--- src/verilog/power_monitor_defs.vh ---
// Register offsets, field positions, reset values and timing counts
// Assumes a 40 MHz system clock
`ifndef POWER_MONITOR_DEFS_VH
`define POWER_MONITOR_DEFS_VH
// ==================================================
// Register pointers
`define REG_ADC_SETUP     8'h00
`define REG_SHUNT_DROP    8'h01
`define REG_RAIL_LEVEL    8'h02
`define REG_POWER         8'h03
`define REG_CURRENT       8'h04
`define REG_SCALE         8'h05
`define REG_ALERT_SELECT  8'h06
`define REG_ALERT_LIMIT   8'h07
// ==================================================
// Setup register fields
`define SETUP_RESET_BIT   15
`define SETUP_AVG_HI      11
`define SETUP_AVG_LO      9
`define SETUP_RAIL_CT_HI  8
`define SETUP_RAIL_CT_LO  6
`define SETUP_SHUNT_CT_HI 5
`define SETUP_SHUNT_CT_LO 3
`define SETUP_MODE_HI     2
`define SETUP_MODE_LO     0
`define SETUP_RESET_VALUE 16'h4127
// ==================================================
// Alert select fields
`define SEL_SHUNT_OVER    15
`define SEL_SHUNT_UNDER   14
`define SEL_RAIL_OVER     13
`define SEL_RAIL_UNDER    12
`define SEL_POWER_OVER    11
`define SEL_CONV_READY    10
`define SEL_LIMIT_FLAG    4
`define SEL_DONE_FLAG     3
`define SEL_WRITE_MASK    16'hFC00
// ==================================================
// Arithmetic constants
`define CURRENT_SHIFT     11
`define POWER_DIVISOR     32'd20000
// ==================================================
// Conversion times, microseconds per setting
`define CLOCK_MHZ         40
`define CT_US_0           139
`define CT_US_1           203
`define CT_US_2           269
`define CT_US_3           525
`define CT_US_4           1037
`define CT_US_5           2061
`define CT_US_6           4109
`define CT_US_7           8205
`endif

--- src/verilog/conversion_timer.v ---
// Counts one conversion time selected by a three-bit code
// Assumes start is a one-cycle pulse from the sequencer
`timescale 1ns/1ps
`include "power_monitor_defs.vh"
module conversion_timer
#(
  parameter SCALE_DIV = 1
)
(
  input  wire        clock,
  input  wire        nrst,
  input  wire        start,
  input  wire [2:0]  select,
  output reg         done
);
  // ==================================================
  // Cycle counts; SCALE_DIV shortens them for simulation
  function [31:0] cycles_for;
    input [2:0] code;
    reg   [31:0] us;
    begin
      case (code)
        3'h0:    us = `CT_US_0;
        3'h1:    us = `CT_US_1;
        3'h2:    us = `CT_US_2;
        3'h3:    us = `CT_US_3;
        3'h4:    us = `CT_US_4;
        3'h5:    us = `CT_US_5;
        3'h6:    us = `CT_US_6;
        default: us = `CT_US_7;
      endcase
      cycles_for = (us * `CLOCK_MHZ) / SCALE_DIV;
      if (cycles_for == 32'h0)
        cycles_for = 32'h1;
    end
  endfunction

  reg [31:0] count;
  reg        running;

  always @(posedge clock)
  begin
    done <= 1'b0;
    if (!nrst)
    begin
      count   <= 32'h0;
      running <= 1'b0;
    end
    else if (start)
    begin
      count   <= cycles_for(select);
      running <= 1'b1;
    end
    else if (running)
    begin
      if (count <= 32'h1)
      begin
        running <= 1'b0;
        done    <= 1'b1;
      end
      count <= count - 32'h1;
    end
  end
endmodule

--- src/verilog/power_monitor_core.v ---
// Digital core of a current and power monitor: sequencing, registers, alert
// Assumes a byte-level serial front end delivering start/byte/read strobes
`timescale 1ns/1ps
`include "power_monitor_defs.vh"
// Functional notes
// - Continuous mode converts both, derives current, power
// - Triggered mode converts once per setup write
// - Shutdown stops conversions, registers stay accessible
// - Shutdown held until continuous or triggered chosen
// - Setup holds reset, times, averaging, mode
// - Separate conversion times, 139 us to 8.205 ms
// - Average selected count of samples
// - Sense result is 16-bit signed
// - Current equals sense times scale over 2048
// - Power equals rail times current over 20000
// - Current and power read zero after power-up
// - Alert select and threshold host writable
// - Five limit sources plus conversion ready
// - Only one limit comparison active
// - Crossing drives open-drain alert low
// - Highest enabled limit select bit wins; conversion ready is ORed in
// - Comparisons are signed two's complement
// - Done flag bit 3, limit flag bit 4
// - Write is pointer byte then two data bytes
module power_monitor_core
#(
  parameter SCALE_DIV = 1
)
(
  input  wire        clock,
  input  wire        nrst,
  input  wire        frame_start,
  input  wire        byte_valid,
  input  wire [7:0]  byte_data,
  input  wire        read_byte,
  output reg  [7:0]  read_data,
  output wire        byte_ack,
  input  wire [15:0] adc_shunt_sample,
  input  wire [15:0] adc_rail_sample,
  output wire        adc_shunt_active,
  output wire        adc_rail_active,
  input  wire        alert_in,
  output wire        alert_out,
  output wire        alert_oe_n
);
  // ==================================================
  // Modes and sequencer states
  localparam MODE_SHUTDOWN = 3'h0;
  localparam ST_IDLE  = 2'h0;
  localparam ST_SHUNT = 2'h1;
  localparam ST_RAIL  = 2'h2;
  localparam ST_MATH  = 2'h3;
  reg [15:0] adc_setup;
  reg [15:0] shunt_drop_result;
  reg [15:0] rail_level_result;
  reg [15:0] scale_factor;
  reg [15:0] alert_select;
  reg [15:0] alert_threshold;
  reg        conversion_done_flag;
  reg        limit_hit_flag;
  reg [7:0]  pointer;
  reg [1:0]  byte_index;
  reg [7:0]  high_byte;
  reg [15:0] read_word;
  reg        trigger_pending;
  reg [1:0]  state;
  reg [7:0]  sample_count;
  reg signed [23:0] shunt_acc;
  reg        [23:0] rail_acc;
  wire [15:0] current_result;
  wire [15:0] power_result;
  wire        math_ready;
  wire        timer_done;
  // Unused pin readback; alert level comes from internal state
  reg alert_in_meta;
  reg alert_in_sync;
  // Sample count and divide share one decode; the count is latched at start, the divide follows the current setup
  function [2:0] avg_shift;
    input [2:0] code;
    begin
      case (code)
        3'h0:    avg_shift = 3'h0;
        3'h1:    avg_shift = 3'h2;
        3'h2:    avg_shift = 3'h4;
        3'h3:    avg_shift = 3'h6;
        default: avg_shift = 3'h7;
      endcase
    end
  endfunction

  wire [2:0] mode       = adc_setup[`SETUP_MODE_HI:`SETUP_MODE_LO];
  wire [2:0] avg_code   = adc_setup[`SETUP_AVG_HI:`SETUP_AVG_LO];
  wire       continuous = mode[2];
  wire       triggered  = (mode != MODE_SHUTDOWN) && !mode[2];
  wire       setup_write = byte_valid && (byte_index == 2'h2) && (pointer == `REG_ADC_SETUP);

  // ==================================================
  // Serial register access
  assign byte_ack = byte_valid;

  always @*
  begin
    case (pointer)
      `REG_ADC_SETUP:    read_word = adc_setup;
      `REG_SHUNT_DROP:   read_word = shunt_drop_result;
      `REG_RAIL_LEVEL:   read_word = rail_level_result;
      `REG_POWER:        read_word = power_result;
      `REG_CURRENT:      read_word = current_result;
      `REG_SCALE:        read_word = scale_factor;
      `REG_ALERT_SELECT: read_word = {alert_select[15:5], limit_hit_flag,
                                      conversion_done_flag, alert_select[2:0]};
      `REG_ALERT_LIMIT:  read_word = alert_threshold;
      default:           read_word = 16'h0000;
    endcase
  end

  wire word_write = byte_valid && (byte_index == 2'h2);
  wire soft_reset = word_write && (pointer == `REG_ADC_SETUP)
                    && high_byte[`SETUP_RESET_BIT - 8];
  wire mask_read  = read_byte && (byte_index == 2'h1) && (pointer == `REG_ALERT_SELECT);

  always @(posedge clock)
  begin
    if (!nrst)
    begin
      byte_index <= 2'h0;
      pointer    <= 8'h00;
      high_byte  <= 8'h00;
      read_data  <= 8'h00;
    end
    else
    begin
      if (frame_start)
        byte_index <= 2'h0;
      else if (byte_valid)
      begin
        case (byte_index)
          2'h0:    pointer   <= byte_data;
          2'h1:    high_byte <= byte_data;
          default: ;
        endcase
        byte_index <= (byte_index == 2'h2) ? 2'h1 : byte_index + 2'h1;
      end
      if (read_byte)
      begin
        read_data  <= (byte_index == 2'h1) ? read_word[7:0] : read_word[15:8];
        byte_index <= (byte_index == 2'h1) ? 2'h0 : 2'h1;
      end
    end
  end

  // ==================================================
  // Host-writable registers
  always @(posedge clock)
  begin
    if (!nrst || soft_reset)
    begin
      adc_setup       <= `SETUP_RESET_VALUE;
      scale_factor    <= 16'h0000;
      alert_select    <= 16'h0000;
      alert_threshold <= 16'h0000;
    end
    else if (word_write)
    begin
      case (pointer)
        `REG_ADC_SETUP:    adc_setup <= {1'b0, high_byte[6:0], byte_data};
        `REG_SCALE:        scale_factor <= {high_byte, byte_data};
        `REG_ALERT_SELECT: alert_select <= {high_byte, byte_data} & `SEL_WRITE_MASK;
        `REG_ALERT_LIMIT:  alert_threshold <= {high_byte, byte_data};
        default: ;
      endcase
    end
  end

  // ==================================================
  // Conversion sequencer
  wire timer_start = (state == ST_IDLE && (continuous || trigger_pending)) ||
                     (state == ST_SHUNT && timer_done) ||
                     (state == ST_RAIL && timer_done && sample_count != 8'h01);
  wire [2:0] timer_select = (state == ST_IDLE || state == ST_RAIL)
                            ? adc_setup[`SETUP_SHUNT_CT_HI:`SETUP_SHUNT_CT_LO]
                            : adc_setup[`SETUP_RAIL_CT_HI:`SETUP_RAIL_CT_LO];

  conversion_timer
  #(
    .SCALE_DIV (SCALE_DIV)
  )
  u_timer
  (
    .clock  (clock),
    .nrst   (nrst),
    .start  (timer_start),
    .select (timer_select),
    .done   (timer_done)
  );

  assign adc_shunt_active = (state == ST_SHUNT);
  assign adc_rail_active  = (state == ST_RAIL);

  wire [2:0]  shift    = avg_shift(avg_code);
  wire signed [23:0] shunt_mean = shunt_acc >>> shift;
  wire        [23:0] rail_mean  = rail_acc >> shift;

  always @(posedge clock)
  begin
    if (!nrst || soft_reset)
    begin
      state             <= ST_IDLE;
      sample_count      <= 8'h00;
      shunt_acc         <= 24'h000000;
      rail_acc          <= 24'h000000;
      shunt_drop_result <= 16'h0000;
      rail_level_result <= 16'h0000;
      trigger_pending   <= 1'b0;
    end
    else
    begin
      if (setup_write && high_byte[7] == 1'b0 && byte_data[2:0] != MODE_SHUTDOWN
          && byte_data[2] == 1'b0)
        trigger_pending <= 1'b1;
      case (state)
        ST_IDLE:
        begin
          if (continuous || trigger_pending)
          begin
            state           <= ST_SHUNT;
            sample_count    <= 8'h01 << shift;
            shunt_acc       <= 24'h000000;
            rail_acc        <= 24'h000000;
            trigger_pending <= 1'b0;
          end
        end
        ST_SHUNT:
        begin
          if (timer_done)
          begin
            shunt_acc <= shunt_acc + {{8{adc_shunt_sample[15]}}, adc_shunt_sample};
            state     <= ST_RAIL;
          end
        end
        ST_RAIL:
        begin
          if (timer_done)
          begin
            rail_acc <= rail_acc + {8'h00, adc_rail_sample};
            if (sample_count == 8'h01)
              state <= ST_MATH;
            else
            begin
              sample_count <= sample_count - 8'h01;
              state        <= ST_SHUNT;
            end
          end
        end
        ST_MATH:
        begin
          shunt_drop_result <= shunt_mean[15:0];
          rail_level_result <= rail_mean[15:0];
          state             <= ST_IDLE;
        end
        default: state <= ST_IDLE;
      endcase
      if (!continuous && !triggered && state != ST_MATH)
        state <= ST_IDLE;
    end
  end

  // ==================================================
  // Derived current and power, zero until first update
  reg math_go;
  always @(posedge clock)
  begin
    if (!nrst)
      math_go <= 1'b0;
    else
      math_go <= (state == ST_MATH);
  end

  result_math u_math
  (
    .clock      (clock),
    .nrst       (nrst && !soft_reset),
    .go         (math_go),
    .shunt_drop (shunt_drop_result),
    .rail_level (rail_level_result),
    .scale      (scale_factor),
    .current    (current_result),
    .power      (power_result),
    .ready      (math_ready)
  );

  // ==================================================
  // Alert comparison; single source by priority
  reg        cmp_hit;
  always @*
  begin
    if (alert_select[`SEL_SHUNT_OVER])
      cmp_hit = $signed(shunt_drop_result) > $signed(alert_threshold);
    else if (alert_select[`SEL_SHUNT_UNDER])
      cmp_hit = $signed(shunt_drop_result) < $signed(alert_threshold);
    else if (alert_select[`SEL_RAIL_OVER])
      cmp_hit = $signed(rail_level_result) > $signed(alert_threshold);
    else if (alert_select[`SEL_RAIL_UNDER])
      cmp_hit = $signed(rail_level_result) < $signed(alert_threshold);
    else if (alert_select[`SEL_POWER_OVER])
      cmp_hit = $signed(power_result) > $signed(alert_threshold);
    else
      cmp_hit = 1'b0;
  end

  // Flags: set wins over the read-clear of the select register
  always @(posedge clock)
  begin
    if (!nrst || soft_reset)
    begin
      conversion_done_flag <= 1'b0;
      limit_hit_flag       <= 1'b0;
      alert_in_meta        <= 1'b1;
      alert_in_sync        <= 1'b1;
    end
    else
    begin
      alert_in_meta <= alert_in;
      alert_in_sync <= alert_in_meta;
      if (math_ready)
        conversion_done_flag <= 1'b1;
      else if (mask_read)
        conversion_done_flag <= 1'b0;
      limit_hit_flag <= cmp_hit;
    end
  end

  wire alert_active = limit_hit_flag ||
                      (alert_select[`SEL_CONV_READY] && conversion_done_flag);
  assign alert_out  = 1'b0;
  assign alert_oe_n = !alert_active;
endmodule

--- src/verilog/result_math.v ---
// Current and power arithmetic from raw readings
// Assumes inputs hold steady for the two cycles after go
`timescale 1ns/1ps
`include "power_monitor_defs.vh"
module result_math
(
  input  wire        clock,
  input  wire        nrst,
  input  wire        go,
  input  wire [15:0] shunt_drop,
  input  wire [15:0] rail_level,
  input  wire [15:0] scale,
  output reg  [15:0] current,
  output reg  [15:0] power,
  output reg         ready
);
  // ==================================================
  // Current first, power one cycle later from the new current
  wire signed [32:0] cur_product = $signed(shunt_drop) * $signed({1'b0, scale});
  wire signed [32:0] cur_div     = cur_product >>> `CURRENT_SHIFT;
  wire signed [32:0] pwr_product = $signed({1'b0, rail_level}) * $signed(current);
  wire signed [32:0] pwr_div     = pwr_product / $signed({1'b0, `POWER_DIVISOR});
  reg                stage;

  always @(posedge clock)
  begin
    if (!nrst)
    begin
      current <= 16'h0000;
      power   <= 16'h0000;
      ready   <= 1'b0;
      stage   <= 1'b0;
    end
    else
    begin
      ready <= 1'b0;
      stage <= go;
      if (go)
        current <= cur_div[15:0];
      if (stage)
      begin
        power <= pwr_div[15:0];
        ready <= 1'b1;
      end
    end
  end
endmodule
--- config.mk ---
export PLATFORM = sky130hd
export DESIGN_NAME = power_monitor_core
export DESIGN_NICKNAME = d
export VERILOG_FILES = /design/src/verilog/conversion_timer.v /design/src/verilog/power_monitor_core.v /design/src/verilog/result_math.v
export VERILOG_INCLUDE_DIRS = /design/src /design/src/verilog
export SDC_FILE = /design/constraint.sdc
export NUM_CORES = 2
export LEC_CHECK = 0
export BUFFER_PORTS_ARGS = -buffer_cell sky130_fd_sc_hd__buf_2
export CORE_MARGIN = 3
export CORE_UTILIZATION = 40
export DETAILED_ROUTE_END_ITERATION = 7
export MAX_ROUTING_LAYER = met4
export PLACE_DENSITY = 0.57
export SLEW_MARGIN = 20
export SYNTH_ARGS = -nofsm -noshare
export SYNTH_HDL_FRONTEND = slang
export SYNTH_HIERARCHICAL = 1
export SYNTH_SLANG_ARGS = --single-unit
--- constraint.sdc ---
create_clock -name clock -period 66.5 [get_ports clock]
set_input_delay 9.975 -clock clock [delete_from_list [all_inputs] [get_ports clock]]
set_output_delay 9.975 -clock clock [all_outputs]
set_load 0.01 [all_outputs]
==> run summary <==
Cell depth of the worst hold path: 2
Slowest Stage Delay on Critical Path: 890 ps
Non-Filler Instances: 6241
Total internal power: 0.2495 mW
Vias in the first global route: 35200
Min Tclk post-route: 27760 ps
Comb pwr share: 0.087
Core area: 98710 µm²
Mapped Avg Cell Area: 7.990 µm²
Synth top area cells: fa_1 19%, dfxtp_1 12%, ha_1 9.7%
Cells after Synth: 5004
Fin nets: 5670
CP endpoint kind: flop
Register area share after synthesis: 0.1197
Clk slew on worst S/H paths: 70 ps
Hold slack: 461.4 ps
Boundary pin count: 59
Routed WL per cell: 19.27 µm
Total iterations of the first detailed-routing run: 6
Setup_tns: 0 ps
Final setup viols: 0
Synth Cell Area: 39980 µm²
Routed Antenna Nets: 0
Area leader, netlist: fa_1
Mux cell area share after synthesis: 0.02889
Cts hold-fix bufs: 0
Crit path from: u_math/current[15]
R2R cell count: 80
# fillers: 10110
Post-DP HPWL: 91330 µm
Post-synth top flop: dfxtp_1
Vias: 36050
CTS tree: yes
Die height: 322.1 µm
CP max stage cell: a21oi_1
Total grt overflow: 0
Max-slew violation count: 0
CTS Buf Count: 27
Worst Setup Path Type: reg -> reg
Hold Path End: alert_threshold[14]
Max frequency: 36.02 MHz
Critical Path AT: 28270 ps
CP most frequent cell: fa_1
DP Cell Count: 6189
Netlist cell types: 139
Routed WL: 120300 µm
Initial core utilization: 0.4050
GPL Wtd Cong: 0.9171
Root Driver: clkbuf_16
Die Wd: 322.1 µm
HP Class: reg -> reg
Clk pwr share: 0.477
Leak pwr: 18.76 nW
Port bufs: 56
Syn_nets: 5743
Final worst slack: 38740 ps
RSZ-0062 raised after global routing: no
First-pass GRT wire length: 195400 µm
Area fraction in compound gates after synthesis: 0.2002
Num Clock Sinks: 239
Crit Path Max Fanout: 19
Post-synthesis simple-gate area fraction: 0.2295
Fin Clk Skew: 28.48 ps
Initial DRC count: 3206
R2r endpoint: u_math/power[10]
Switching pwr: 0.09030 mW
Worst r2r src: u_math/current[15]
Period utilization: 0.4175
Adder-Cell Fraction of Synth Area: 0.2904
Max_slew headroom: 0.2307
Yosys Warn Count: 6
Row Count: 115
Largest family of logic cells by synthesized area: adder cells
Final hold vios: 0
XOR/XNOR share of the synthesized area: 0.05715
Largest net degree at the start of global routing: 81
DIE AREA: 103800 µm²
P&R area growth vs syn: 6.050%
Yosys reg bits: 239
Flop pwr share: 0.436
Crit path required time: 67000 ps
Status: finished clean
Switch share: 0.2658
Vias/cell: 5.776
Startpoint types: flop
Residual DRC count: 0
Worst vdd ir: 0.01944 mV
Post-synth ARST share: 0
Place WS: 39030 ps
GRT Resource Usage Total: 0.2371
Initial antenna violation count: 0
Post-CTS Resized: 0
Post-synth top cells: 601 x nand2_1, 537 x inv_1, 382 x fa_1, 311 x ha_1, 301 x nor2_1
Area share of the largest cell type after synthesis: 0.1913
H-tree levels: 1
Clock Path Buffers: 3
Pwr Density: 8.014 nW/µm²
Clk_lat worst skew: 570 ps
Worst-Margin Slew: 1152 ps
Maxcap violations: 0
Reg2reg setup slack: 38740 ps
Post-synth EDFFs: 0
Worst Hold Launch: alert_threshold[14]
Most numerous cell in the Yosys netlist: nand2_1
Layout cells sized above 1: 0.06725
Setup repair bufs after CTS: 0
power by group through the flow:
stage / Combinational [mW] / Sequential [mW] / Clock [mW]
5_1_grt: 0.0328 / 0.148 / 0.171
4_1_cts: 0.0293 / 0.148 / 0.165
3_5_place_dp: 0.0291 / 0.151 / 0
6_report: 0.0296 / 0.148 / 0.162
3_3_place_gp: 0.0290 / 0.151 / 0
2_1_floorplan: 0.0217 / 0.150 / 0
registers in the layout, indices dropped and copies added, names as in the netlist, 2 cells and up:
signal             count
sample_count           8
byte_index             2
pointer                8
adc_setup             15
scale_factor          16
u_math/current        16
high_byte              8
alert_select           6
shunt_drop_result     16
rail_level_result     16
u_math/power          16
state                  2
u_timer/count         32
alert_threshold       16
read_data              8
rail_acc              23
shunt_acc             23
worst max-delay path by stage:
stage | to | slack [ps] | cells past startpoint
after global routing | u_math/power[10] | 36630 | 80
after floorplan | u_math/power[10] | 43870 | 91
after CTS | u_math/power[10] | 38930 | 79
final | u_math/power[10] | 38740 | 80
after global placement | u_math/power[14] | 39120 | 79
after detailed placement | u_math/power[10] | 39030 | 79
cell families after synthesis:
kind of cell,after synthesis
XOR/XNOR,251
AO/OA/AOI/OAI,1118
flip-flops,239
adder cells (fa/ha/maj),700
multiplexers,111
other,1
buffers and inverters,764
AND/OR/NAND/NOR,1820
worst max-delay path: cells and delay by family, from the launching register on:
kind,cells,cell delay [ps]
compound gates,41,14240
fa+ha+maj,8,3910
simple gates,23,7210
xor+xnor,3,920
flops,1,330
buf+inv,4,880
mux,1,130
routing by layer:
layer / GRT usage / vias up / share of wire
met5: - / - / 0
met4: 0.04345 / 0 / 0.019
met3: 0.02585 / 165 / 0.054
met2: 0.3732 / 919 / 0.45
met1: 0.3322 / 17760 / 0.48
li1: - / 17200 / -
metrics by stage:
step	utilization	instance area, µm²	total power, mW
floorplan	-	39980	0.1718
global placement	0.4199	41440	0.1802
detailed placement	0.4199	41450	0.1804
CTS	0.4295	42390	0.3421
global route	0.4295	42390	0.3521
finish	0.4295	42400	0.3398
cell usage in the layout (no fill, tap or decap), types with 36 or more instances in the layout:
master    count
nand2_1     601
inv_1       537
fa_1        382
ha_1        311
nor2_1      301
a21oi_1     271
and2_1      239
dfxtp_1     236
xnor2_1     184
nand3_1     139
o21ai_0     132
nor3_1      107
mux2i_1      87
a211oi_1     78
nor2b_1      66
buf_4        65
nand2b_1     64
xor2_1       60
o211ai_1     59
a21o_1       58
buf_2        56
a22oi_1      51
nand4_1      47
a31oi_1      40
nor4_1       38
and3_1       37
or3_1        36
area by class of cell:
type                    count  area (µm²)  area share
clock buffers              31       710.7     0.01676
flip-flops and latches    239        4788      0.1129
diodes                      2       5.005   0.0001180
clock inverters            19       235.2    0.005548
repair buffers            121       768.2     0.01812
well taps                1287        1610     0.03798
inverters                 541        2031     0.04790
multi-input cells        4001       32250      0.7606
Note: power is estimated with default switching activity, not from simulation.
